File: config.mk
export PLATFORM = sky130hd
export DESIGN_NAME = bqe_qualifier
export DESIGN_NICKNAME = d
export VERILOG_FILES = /design/src/bqe_pkg.sv /design/src/bqe_phase_timer.sv /design/src/bqe_qualifier.sv
export SDC_FILE = /design/constraint.sdc
export NUM_CORES = 1
export LEC_CHECK = 0
export BUFFER_PORTS_ARGS = -buffer_cell sky130_fd_sc_hd__buf_2
export CORE_UTILIZATION = 35
export DETAILED_ROUTE_END_ITERATION = 12
export GPL_ROUTABILITY_DRIVEN = 0
export PLACE_DENSITY_LB_ADDON = 0.15
export SKIP_LAST_GASP = 1
export SYNTH_ARGS = -nofsm -noshare
export SYNTH_HDL_FRONTEND = slang
export SYNTH_SLANG_ARGS = --single-unit
File: constraint.sdc
create_clock -name core_clk -period 7.7 [get_ports core_clk]
set_clock_uncertainty 0.1 [all_clocks]
set_input_delay 0.77 -clock core_clk [delete_from_list [all_inputs] [get_ports core_clk]]
set_output_delay 0.77 -clock core_clk [all_outputs]
set_load 0.02 [all_outputs]
File: src/bqe_pkg.sv
// bqe_pkg: constants for the bus queue event qualifier.
// assumes a single core clock; offsets are byte addresses on the plain register port.
package bqe_pkg;
	// register offsets
	localparam logic [7:0] OFF_SEL_ZERO = 8'h00;
	localparam logic [7:0] OFF_SEL_ONE  = 8'h04;
	localparam logic [7:0] OFF_CFG      = 8'h08;
	localparam logic [7:0] OFF_STATUS   = 8'h0c;
	localparam logic [7:0] OFF_CNT_ZERO = 8'h10;
	localparam logic [7:0] OFF_CNT_ONE  = 8'h14;

	// event selection register layout
	localparam int SEL_CODE_LSB = 25;
	localparam int SEL_CODE_MSB = 31;
	localparam int SEL_MASK_LSB = 9;
	localparam int SEL_MASK_MSB = 24;

	// event codes
	localparam logic [6:0] EV_DATA_ACT   = 7'h17;
	localparam logic [6:0] EV_ACTIVE     = 7'h1a;
	localparam logic [6:0] EV_ALLOC      = 7'h03;

	// mask bit positions inside the 16-bit mask
	localparam int M_RT_LSB   = 0;
	localparam int M_RT_MSB   = 4;
	localparam int M_RD       = 5;
	localparam int M_WR       = 6;
	localparam int M_UC       = 7;
	localparam int M_WC       = 8;
	localparam int M_WT       = 9;
	localparam int M_WP       = 10;
	localparam int M_WB       = 11;
	localparam int M_OWN      = 13;
	localparam int M_OTHER    = 14;
	localparam int M_PREFETCH = 15;
	localparam int M_DRV      = 0;
	localparam int M_SMP      = 1;
	localparam int M_UNSMP    = 2;

	localparam logic [4:0] RT_DEFAULT = 5'h01;

	// memory type codes from the bus queue
	localparam logic [2:0] MT_UC = 3'h0;
	localparam logic [2:0] MT_WC = 3'h1;
	localparam logic [2:0] MT_WT = 3'h2;
	localparam logic [2:0] MT_WP = 3'h3;
	localparam logic [2:0] MT_WB = 3'h4;

	// cfg register bits
	localparam int CFG_MODEL_NEW = 0;
	localparam int CFG_EDGE_ZERO = 1;
	localparam int CFG_EDGE_ONE  = 2;

	// reset values and counts
	localparam logic [31:0] SEL_RESET    = 32'h0000_0000;
	localparam logic [2:0]  CFG_RESET    = 3'h1;
	localparam logic [2:0]  PART_CYCLES  = 3'h2;
	localparam logic [2:0]  FULL_CYCLES  = 3'h4;
	localparam logic [3:0]  ACTIVE_CLIP  = 4'hf;
	localparam logic [4:0]  ACTIVE_MAX   = 5'h1f;

	typedef enum logic {
		bqe_ph_idle,
		bqe_ph_run
	} bqe_ph_state_t;
endpackage

File: src/bqe_phase_timer.sv
// bqe_phase_timer: stretches a data phase start into a 2 or 4 cycle indication.
// assumes start and flags come from bus interface logic on core_clk.
`timescale 1ns/100ps
module bqe_phase_timer (
	input  wire logic core_clk,
	input  wire logic rst,
	input  wire logic start,
	input  wire logic full,
	input  wire logic drv,
	input  wire logic smp,
	output logic      active,
	output logic      drv_q,
	output logic      smp_q
);
	bqe_pkg::bqe_ph_state_t state;
	bqe_pkg::bqe_ph_state_t next_state;
	logic [2:0]             left;
	logic [2:0]             next_left;
	logic                   next_drv_q;
	logic                   next_smp_q;

	// a new start restarts the window and takes the new flags
	always_comb begin
		next_state = state;
		next_left  = left;
		next_drv_q = drv_q;
		next_smp_q = smp_q;
		case (state)
			bqe_pkg::bqe_ph_idle: begin
				if (start) begin
					next_state = bqe_pkg::bqe_ph_run;
				end
			end
			bqe_pkg::bqe_ph_run: begin
				if (!start && left == 3'h1) begin
					next_state = bqe_pkg::bqe_ph_idle;
				end
			end
			default: next_state = bqe_pkg::bqe_ph_idle;
		endcase
		if (start) begin
			next_left  = full ? bqe_pkg::FULL_CYCLES : bqe_pkg::PART_CYCLES;
			next_drv_q = drv;
			next_smp_q = smp;
		end else if (left != 3'h0) begin
			next_left = left - 3'h1;
		end
	end

	always_ff @(posedge core_clk or posedge rst) begin
		if (rst) begin
			state  <= bqe_pkg::bqe_ph_idle;
			left   <= 3'h0;
			drv_q  <= 1'b0;
			smp_q  <= 1'b0;
			active <= 1'b0;
		end else begin
			state  <= next_state;
			left   <= next_left;
			drv_q  <= next_drv_q;
			smp_q  <= next_smp_q;
			active <= next_state == bqe_pkg::bqe_ph_run;
		end
	end
endmodule

File: src/bqe_qualifier.sv
// bqe_qualifier: turns bus queue and data phase activity into counter increments.
// assumes queue signals and data phase signals are produced on core_clk; no pins sampled.
`timescale 1ns/100ps

module bqe_qualifier (
	input  wire logic        core_clk,
	input  wire logic        rst,
	input  wire logic [7:0]  reg_addr,
	input  wire logic [31:0] reg_wdata,
	input  wire logic        reg_wr,
	input  wire logic        reg_rd,
	output logic      [31:0] reg_rdata,
	input  wire logic        q_alloc,
	input  wire logic        q_retire,
	input  wire logic [4:0]  q_req_type,
	input  wire logic        q_is_read,
	input  wire logic        q_is_write,
	input  wire logic [2:0]  q_mem_type,
	input  wire logic        q_own,
	input  wire logic        q_is_store,
	input  wire logic        q_prefetch,
	input  wire logic        ph_start,
	input  wire logic        ph_full,
	input  wire logic        ph_drv,
	input  wire logic        ph_smp,
	output logic      [3:0]  evt_inc_zero,
	output logic      [3:0]  evt_inc_one,
	output logic      [3:0]  active_level
);
	logic [31:0] bus_event_select_zero;
	logic [31:0] bus_event_select_one;
	logic [2:0]  cfg;
	logic [31:0] cnt_zero;
	logic [31:0] cnt_one;
	logic [4:0]  active_cnt;
	logic        prev_hit_zero;
	logic        prev_hit_one;
	logic [31:0] next_sel_zero;
	logic [31:0] next_sel_one;
	logic [2:0]  next_cfg;
	logic [31:0] next_cnt_zero;
	logic [31:0] next_cnt_one;
	logic [4:0]  next_active_cnt;
	logic [31:0] next_rdata;
	logic [3:0]  next_inc_zero;
	logic [3:0]  next_inc_one;
	logic [3:0]  next_active_level;
	logic        hit_zero;
	logic        hit_one;
	logic        ind_act;
	logic        ind_drv;
	logic        ind_smp;
	logic        driven_data_ready_qualifier;
	logic        sampled_data_ready_qualifier;
	logic        unsampled_data_ready_qualifier;

	bqe_phase_timer bqe_phase_timer_i (
		.core_clk (core_clk),
		.rst      (rst),
		.start    (ph_start),
		.full     (ph_full),
		.drv      (ph_drv),
		.smp      (ph_smp),
		.active   (ind_act),
		.drv_q    (ind_drv),
		.smp_q    (ind_smp)
	);

	assign driven_data_ready_qualifier    = ind_act & ind_drv;
	assign sampled_data_ready_qualifier   = ind_act & ind_smp;
	assign unsampled_data_ready_qualifier = ind_act & ~ind_smp;

	// queue entry qualification; no privilege input exists, so all levels count
	function automatic logic alloc_hit(input logic [31:0] sel, input logic model_new);
		logic [15:0] m;
		logic        rt_ok;
		logic        rw_ok;
		logic        mem_ok;
		logic        src_ok;
		logic        pf_ok;
		m      = sel[bqe_pkg::SEL_MASK_MSB:bqe_pkg::SEL_MASK_LSB];
		rt_ok  = m[bqe_pkg::M_RT_MSB:bqe_pkg::M_RT_LSB] == bqe_pkg::RT_DEFAULT ||
			m[bqe_pkg::M_RT_MSB:bqe_pkg::M_RT_LSB] == q_req_type;
		rw_ok  = (m[bqe_pkg::M_RD] & q_is_read) | (m[bqe_pkg::M_WR] & q_is_write);
		mem_ok = (m[bqe_pkg::M_UC] && q_mem_type == bqe_pkg::MT_UC) ||
			(m[bqe_pkg::M_WC] && q_mem_type == bqe_pkg::MT_WC) ||
			(m[bqe_pkg::M_WT] && q_mem_type == bqe_pkg::MT_WT) ||
			(m[bqe_pkg::M_WP] && q_mem_type == bqe_pkg::MT_WP) ||
			(m[bqe_pkg::M_WB] && q_mem_type == bqe_pkg::MT_WB);
		src_ok = (m[bqe_pkg::M_OWN] & q_own & q_is_store) |
			(m[bqe_pkg::M_OTHER] & ~q_own);
		pf_ok  = ~q_prefetch | m[bqe_pkg::M_PREFETCH];
		// one allocation is one entry whether a line or a chunk
		if (model_new) begin
			if (m[bqe_pkg::M_RD] | m[bqe_pkg::M_WR]) begin
				mem_ok = 1'b1;
			end
			return q_alloc & pf_ok & rt_ok & rw_ok & mem_ok & src_ok;
		end
		if (m[bqe_pkg::M_RD] | m[bqe_pkg::M_WR]) begin
			mem_ok = 1'b0;
		end
		return q_alloc & pf_ok & (rt_ok | rw_ok | mem_ok) & src_ok;
	endfunction

	function automatic logic data_hit(input logic [31:0] sel);
		logic [15:0] m;
		m = sel[bqe_pkg::SEL_MASK_MSB:bqe_pkg::SEL_MASK_LSB];
		return (m[bqe_pkg::M_DRV] & driven_data_ready_qualifier) |
			(m[bqe_pkg::M_SMP] & sampled_data_ready_qualifier) |
			(m[bqe_pkg::M_UNSMP] & unsampled_data_ready_qualifier);
	endfunction

	function automatic logic sel_hit(input logic [31:0] sel, input logic model_new);
		logic [6:0] code;
		code = sel[bqe_pkg::SEL_CODE_MSB:bqe_pkg::SEL_CODE_LSB];
		if (code == bqe_pkg::EV_DATA_ACT) begin
			return data_hit(sel);
		end else if (code == bqe_pkg::EV_ALLOC) begin
			return alloc_hit(sel, model_new);
		end
		return 1'b0;
	endfunction

	// per-clock increment; active entries pass the clipped level through
	function automatic logic [3:0] inc_value(input logic [31:0] sel, input logic hit,
			input logic prev, input logic edge_mode, input logic [3:0] level);
		if (sel[bqe_pkg::SEL_CODE_MSB:bqe_pkg::SEL_CODE_LSB] == bqe_pkg::EV_ACTIVE) begin
			return level;
		end
		return {3'h0, hit & ~(edge_mode & prev)};
	endfunction

	function automatic logic [3:0] clip_level(input logic [4:0] cnt);
		return (cnt > {1'b0, bqe_pkg::ACTIVE_CLIP}) ? bqe_pkg::ACTIVE_CLIP : cnt[3:0];
	endfunction

	// a process, not an assign, so that queue and indication signals read in the functions wake it
	always_comb begin
		hit_zero = sel_hit(bus_event_select_zero, cfg[bqe_pkg::CFG_MODEL_NEW]);
		hit_one  = sel_hit(bus_event_select_one, cfg[bqe_pkg::CFG_MODEL_NEW]);
	end

	// registers, active entry tracking and counter increments
	always_comb begin
		next_sel_zero   = bus_event_select_zero;
		next_sel_one    = bus_event_select_one;
		next_cfg        = cfg;
		next_rdata      = 32'h0000_0000;
		next_active_cnt = active_cnt;
		if (q_alloc && !q_retire && active_cnt != bqe_pkg::ACTIVE_MAX) begin
			next_active_cnt = active_cnt + 5'h01;
		end else if (q_retire && !q_alloc && active_cnt != 5'h00) begin
			next_active_cnt = active_cnt - 5'h01;
		end
		next_active_level = clip_level(active_cnt);
		next_inc_zero = inc_value(bus_event_select_zero, hit_zero, prev_hit_zero,
			cfg[bqe_pkg::CFG_EDGE_ZERO], next_active_level);
		next_inc_one  = inc_value(bus_event_select_one, hit_one, prev_hit_one,
			cfg[bqe_pkg::CFG_EDGE_ONE], next_active_level);
		next_cnt_zero = cnt_zero + {28'h0000000, evt_inc_zero};
		next_cnt_one  = cnt_one + {28'h0000000, evt_inc_one};
		if (reg_wr) begin
			if (reg_addr == bqe_pkg::OFF_SEL_ZERO) begin
				next_sel_zero = reg_wdata;
			end else if (reg_addr == bqe_pkg::OFF_SEL_ONE) begin
				next_sel_one = reg_wdata;
			end else if (reg_addr == bqe_pkg::OFF_CFG) begin
				next_cfg = reg_wdata[2:0];
			end else if (reg_addr == bqe_pkg::OFF_CNT_ZERO) begin
				next_cnt_zero = reg_wdata;
			end else if (reg_addr == bqe_pkg::OFF_CNT_ONE) begin
				next_cnt_one = reg_wdata;
			end
		end
		if (reg_rd) begin
			if (reg_addr == bqe_pkg::OFF_SEL_ZERO) begin
				next_rdata = bus_event_select_zero;
			end else if (reg_addr == bqe_pkg::OFF_SEL_ONE) begin
				next_rdata = bus_event_select_one;
			end else if (reg_addr == bqe_pkg::OFF_CFG) begin
				next_rdata = {29'h00000000, cfg};
			end else if (reg_addr == bqe_pkg::OFF_STATUS) begin
				next_rdata = {24'h000000, ind_act, ind_drv, ind_smp, active_cnt};
			end else if (reg_addr == bqe_pkg::OFF_CNT_ZERO) begin
				next_rdata = cnt_zero;
			end else if (reg_addr == bqe_pkg::OFF_CNT_ONE) begin
				next_rdata = cnt_one;
			end
		end
	end

	always_ff @(posedge core_clk or posedge rst) begin
		if (rst) begin
			bus_event_select_zero <= bqe_pkg::SEL_RESET;
			bus_event_select_one  <= bqe_pkg::SEL_RESET;
			cfg                   <= bqe_pkg::CFG_RESET;
			cnt_zero              <= 32'h0000_0000;
			cnt_one               <= 32'h0000_0000;
			active_cnt            <= 5'h00;
			prev_hit_zero         <= 1'b0;
			prev_hit_one          <= 1'b0;
			reg_rdata             <= 32'h0000_0000;
			evt_inc_zero          <= 4'h0;
			evt_inc_one           <= 4'h0;
			active_level          <= 4'h0;
		end else begin
			bus_event_select_zero <= next_sel_zero;
			bus_event_select_one  <= next_sel_one;
			cfg                   <= next_cfg;
			cnt_zero              <= next_cnt_zero;
			cnt_one               <= next_cnt_one;
			active_cnt            <= next_active_cnt;
			prev_hit_zero         <= hit_zero;
			prev_hit_one          <= hit_one;
			reg_rdata             <= next_rdata;
			evt_inc_zero          <= next_inc_zero;
			evt_inc_one           <= next_inc_one;
			active_level          <= next_active_level;
		end
	end

	logic       alloc_sel0;
	logic       data_sel0;
	logic [15:0] m0;
	assign m0         = bus_event_select_zero[bqe_pkg::SEL_MASK_MSB:bqe_pkg::SEL_MASK_LSB];
	assign alloc_sel0 = bus_event_select_zero[31:25] == bqe_pkg::EV_ALLOC;
	assign data_sel0  = bus_event_select_zero[31:25] == bqe_pkg::EV_DATA_ACT;
endmodule

# Word-level counts from Yosys, hierarchy flattened

Cells that the tools add are included.

Flip-flop bits (word level): 188
Output and inout bits: 44

Add/sub/neg operators: 5
$lt $le $gt $ge: 1
Equality and inequality tests: 21
Mux-type cells: 70
Bitwise operators: 61
Reductions and logical operators: 37

Operators by type and width:

| kind                  | count |
|---|---|
| $mux W32              | 18 |
| $add A32 B4 Y32       | 2 |
| $mux W1               | 41 |
| $and A1 B1 Y1         | 37 |
| $eq A7 B5 Y1 const B  | 4 |
| $mux W4               | 5 |
| $eq A8 B4 Y1 const B  | 2 |
| $eq A8 B5 Y1 const B  | 2 |
| $or A1 B1 Y1          | 16 |
| $logic_and A1 B1 Y1   | 15 |
| $eq A7 B2 Y1 const B  | 2 |
| $eq A5 B1 Y1 const B  | 2 |
| $eq A5 B5 Y1          | 2 |
| $logic_or A1 B1 Y1    | 10 |
| $mux W5               | 2 |
| $mux W3               | 3 |
| $eq A8 B3 Y1 const B  | 1 |
| $logic_not A8 Y1      | 1 |
| $not A1 Y1            | 8 |
| $eq A3 B1 Y1 const B  | 2 |
| $eq A3 B2 Y1 const B  | 2 |
| $add A5 B1 Y5 const B | 1 |
| $gt A5 B4 Y1 const B  | 1 |
| $ne A5 B5 Y1 const B  | 1 |
| 12 further kinds      | 15 |

# Logic depth before layout (Yosys ltp)

Depth after elaboration: 24
Gate-level depth with buffers: 9
Mapped depth without buffers: 9

# Hierarchy

From an unflattened synthesis, not the netlist that was laid out.

Cells, all modules: 900
Area total of the unflattened synthesis: 9535.4 sq um

By module, submodules not included:

| module          | times used | cells each | area each (sq um) | sequential area each (sq um) |
|---|---|---|---|---|
| bqe_qualifier   | 1          | 873        | 9220.1            | 4555.6 |
| bqe_phase_timer | 1          | 27         | 315.3             | 150.1 |

# Worst setup path after synthesis

No wires, ideal clock.

Path kind: in2reg
Start point: input port reg_addr[4]
End point: register bus_event_select_zero[0]
Library setup time: 0.128 ns
Arrival time: 2.411 ns
Slack: 5.061 ns
Stages: 6
Buffers on the path: 2
Path through: clkbuf_1 or4_1 nor4_4 nand2_1 buf_2 mux2_1

Word-level cells in the longest chain between the ends: 2

Ends and longest elaborated chain:

| element                            | line                 | text |
|---|---|---|
| start: declaration                 | bqe_qualifier.sv:8   | `input wire logic [7:0] reg_addr,` |
| $logic_not A8 Y1                   | bqe_qualifier.sv:164 | `if (reg_addr == bqe_pkg::OFF_SEL_ZERO) begin` |
| $reduce_and A2 Y1 (no source line) | -                    |  |
| end signal: assignment             | bqe_qualifier.sv:195 | `bus_event_select_zero <= bqe_pkg::SEL_RESET;` |
| end signal: assignment             | bqe_qualifier.sv:208 | `bus_event_select_zero <= next_sel_zero;` |
| end: declaration                   | bqe_qualifier.sv:30  | `logic [31:0] bus_event_select_zero;` |

No other way between the ends.
A chain may end at the register's enable or synchronous reset.

# Worst setup path in the final report

Start point: input port reg_addr[4]
End point: register reg_rdata[14]

Word-level cells in the longest chain between the ends: 8
Elaborated cells on any way between the ends: 13
Classes of those cells: eq/ne: 5; mux: 7; reduce/logical: 1

Ends and longest elaborated chain:

| element                  | line                 | text |
|---|---|---|
| $eq A8 B5 Y1             | bqe_qualifier.sv:187 | `end else if (reg_addr == bqe_pkg::OFF_CNT_ONE) begin` |
| $mux W32                 | bqe_qualifier.sv:187 |  |
| $mux W32                 | bqe_qualifier.sv:185 | `end else if (reg_addr == bqe_pkg::OFF_CNT_ZERO) begin` |
| $mux W32                 | bqe_qualifier.sv:183 | `end else if (reg_addr == bqe_pkg::OFF_STATUS) begin` |
| $mux W32                 | bqe_qualifier.sv:181 | `end else if (reg_addr == bqe_pkg::OFF_CFG) begin` |
| $mux W32                 | bqe_qualifier.sv:179 | `end else if (reg_addr == bqe_pkg::OFF_SEL_ONE) begin` |
| $mux W32 (*)             | bqe_qualifier.sv:177 | `if (reg_addr == bqe_pkg::OFF_SEL_ZERO) begin` |
| $mux W32 (*)             | bqe_qualifier.sv:176 | `if (reg_rd) begin` |
| named net next_rdata[14] | bqe_qualifier.sv:44  | `logic [31:0] next_rdata;` |
| end signal: assignment   | bqe_qualifier.sv:216 | `reg_rdata <= next_rdata;` |
| end: declaration         | bqe_qualifier.sv:12  | `output logic [31:0] reg_rdata,` |

Mark *: on every way through the listed nets, which the timed path passes. The rest lies on a longest branch.

==> results_dict.tcl <==
set metrics [dict create \
    dp_hpwl_mm 18.25 \
    ant_nets 0 \
    critical_path.max_stage_delay_ps 1040 \
    cts.sink_count 188 \
    hold_viol_final 0 \
    drtIter0Drc 498 \
    grt.busiest_layer "met2" \
    die_area_mm2 0.02795 \
    synth_area_leaders "dfrtp_1 (49%), mux2_2 (5.3%), a21oi_1 (4.7%)" \
    dr.pass1.iters 7 \
    syn_inst 929 \
    slew_headroom_pct 17.79 \
    rows 60 \
    final_util_pct 40.96 \
    min_path_type "in2async" \
    power_density_mw_per_mm2 216.6 \
    ys_ff_latch 188 \
    grt_usage_pct 20.52 \
    critPathSlowestCell "and2_1" \
    wl_per_cell_um 20.00 \
    vias 7274 \
    areaGrowthSynthToFinish_pct 15.26 \
    grt_start_max_net_pins 124 \
    end_kind "flip-flop" \
    synth-seq-area-share_pct 49.27 \
    routed_wl_mm 27.40 \
    synthArstFlopShare_pct 100.0 \
    postLayoutCellArea_mm2 0.01101 \
    dpl_cell_area_mm2 0.01041 \
    yosysUniqueCellTypes 57 \
    worst-path-buf-inv 2 \
    clk_path_buf_depth 2 \
    drv_slew 0 \
    critPathMaxFanout 44 \
    ys_warn_count 0 \
    ctsHoldBuffers 0 \
    yosysTopAreaCell "dfrtp_1" \
    period_share_pct 43.69 \
    drive_gt1_share_pct 19.92 \
    grt_pass1_wl_mm 43.82 \
    die-height_um 167.2 \
    crit_family "simple AND/OR/NAND/NOR gates" \
    path_class "in2reg" \
    cp-start-kind "input port" \
    cts_tree "yes" \
    ir_drop_v 0.0001062 \
    synthTopCellsByCount "dfrtp_1 (187), nor2_1 (102), a21oi_1 (89)" \
    grt_util_met3_pct 4.136 \
    fp.dieW_um 167.2 \
    grt_util_met1_pct 28.90 \
    p_leak_nw 4.822 \
    synth_top_area_share_pct 49.00 \
    post_cts_buffers 0 \
    finalNetCount 1096 \
    cts_root_buffer "clkbuf_16" \
    clock_latency_ps 440 \
    critical_path.cell_chain "buf_2, or4_1, nor4_4, buf_4, and2_1, a22oi_1, o21ai_1, and2_1" \
    syn_nets 1009 \
    period_minus_slack_ps 3364 \
    crit_arrival_ps 3640 \
    status "completed" \
    final.setup.tns_ps 0 \
    n_antenna_cell 0 \
    io_buffers 106 \
    via_per_inst 5.309 \
    cap_violations 0 \
    start_util_pct 35.54 \
    grt_use_met2_pct 32.60 \
    yosysMostFrequentCell "dfrtp_1" \
    coreArea_mm2 0.02688 \
    cpMostUsedCell "and2_1" \
    synth_edf_count 0 \
    grt_pass1_vias 7367 \
    n_fill_cell 2684 \
    antenna_found_initial 1 \
    worstMarginPinSlew_ps 1233 \
    max_clock_freq_mhz 297.2 \
    cp.required_ps 7970 \
    io-pin-count 107 \
    numCtsBuffers 17 \
    cts_resized 0 \
    path_clk_slew_ps 80 \
    detail_route.drc_violations 0 \
    rsz0062_at_grt "false" \
    synthFlopType "dfrtp_1" \
    cts_max_level 4 \
    setup_viol 0 \
    synth_area_mm2 0.009550 \
    globalRouteOverflowTotal 0 \
    syn_avg_cell_area_um2 10.28 \
]
## worst paths after layout
kind,from,cells past startpoint,to,slack [ps]
max,reg_addr[4],8,reg_rdata[14],4340
min,rst,2,active_level[0],400
max reg2reg,cnt_one[5],6,cnt_one[30],4840
min reg2reg,bus_event_select_zero[7],1,bus_event_select_zero[7],400
max in group asynchronous,rst,3,cnt_zero[25],5620
min in group core_clk,bus_event_select_zero[7],1,bus_event_select_zero[7],400
## logic make-up after synthesis
family,after synthesis,synth area share (%)
xor+xnor,73,6.695
compound gates,225,14.62
fa+ha+maj,17,2.463
mux,81,9.472
simple gates,275,14.56
buf+inv,70,2.921
flops,188,49.27
## per-layer routing
| metal | vias up | routed length (um) | share of wire (%) |
|---|---|---|---|
| met4 | 2 | 327 | 1.2 |
| met5 | - | 10 | 0.037 |
| met3 | 22 | 1321 | 4.8 |
| met1 | 3620 | 13050 | 48 |
| li1 | 3468 | - | - |
| met2 | 162 | 12680 | 46 |
## flip-flops by register name, summed over array words and instances, names as in the netlist, 3 cells and up
signal and flops:
reg_rdata 32, bus_event_select_one 32, cnt_zero 32, evt_inc_zero 4, bus_event_select_zero 32, active_cnt 5
evt_inc_one 4, bqe_phase_timer_i.left 3, active_level 4, cfg 3, cnt_one 32
## layout make-up
cell class / instances / area (um^2) / share of cell area, %
clock buffers: 19 / 442.9 / 4.024
clock inverters: 13 / 151.4 / 1.375
inverters: 23 / 93.84 / 0.8525
multi-input cells: 671 / 4589 / 41.69
flip-flops and latches: 188 / 4706 / 42.75
well taps: 341 / 426.7 / 3.876
repair buffers: 115 / 598.1 / 5.433
## metrics by stage
step	setup slack (ps)	hold WS, ps	instances	power [W]
final	4336	395.9	1370	0.002385
after global routing	4131	393.9	1370	0.002504
after CTS	4375	394.7	1370	0.002414
after detailed placement	3925	384.3	1338	0.001494
after global placement	3956	367.7	1338	0.001489
after floorplan	1718	358.8	929	0.001367
## power breakdown
part / internal [W] / total [W] / switching, W
Clock: 0.000496 / 0.000912 / 0.000416
Combinational: 0.000144 / 0.000336 / 0.000192
Sequential: 0.00105 / 0.00114 / 0.0000815
Total: 0.00170 / 0.00238 / 0.000689
## layout by cell type (no fill, tap or decap), types with 3 or more instances in the layout
cell type,count
dfrtp_1,187
buf_2,106
nor2_1,101
a21oi_1,89
a22oi_1,56
mux2_2,45
xnor2_1,40
nand2_1,37
xor2_1,33
mux2_1,30
and2_1,27
inv_1,22
nand3_1,22
o21ai_1,20
nor2b_1,18
o21ai_0,17
clkbuf_16,17
and3_1,15
nand4_1,14
ha_1,14
o21a_1,10
buf_4,9
nor3_1,8
mux2i_1,6
a21o_1,6
inv_6,6
a31oi_1,5
nand3b_1,4
nand2b_1,4
o221ai_1,4
a221oi_1,3
o211ai_1,3
nor4_1,3
and4_1,3
fa_1,3
clkinvlp_4,3
No activity file was read; power rests on OpenSTA's default activity.
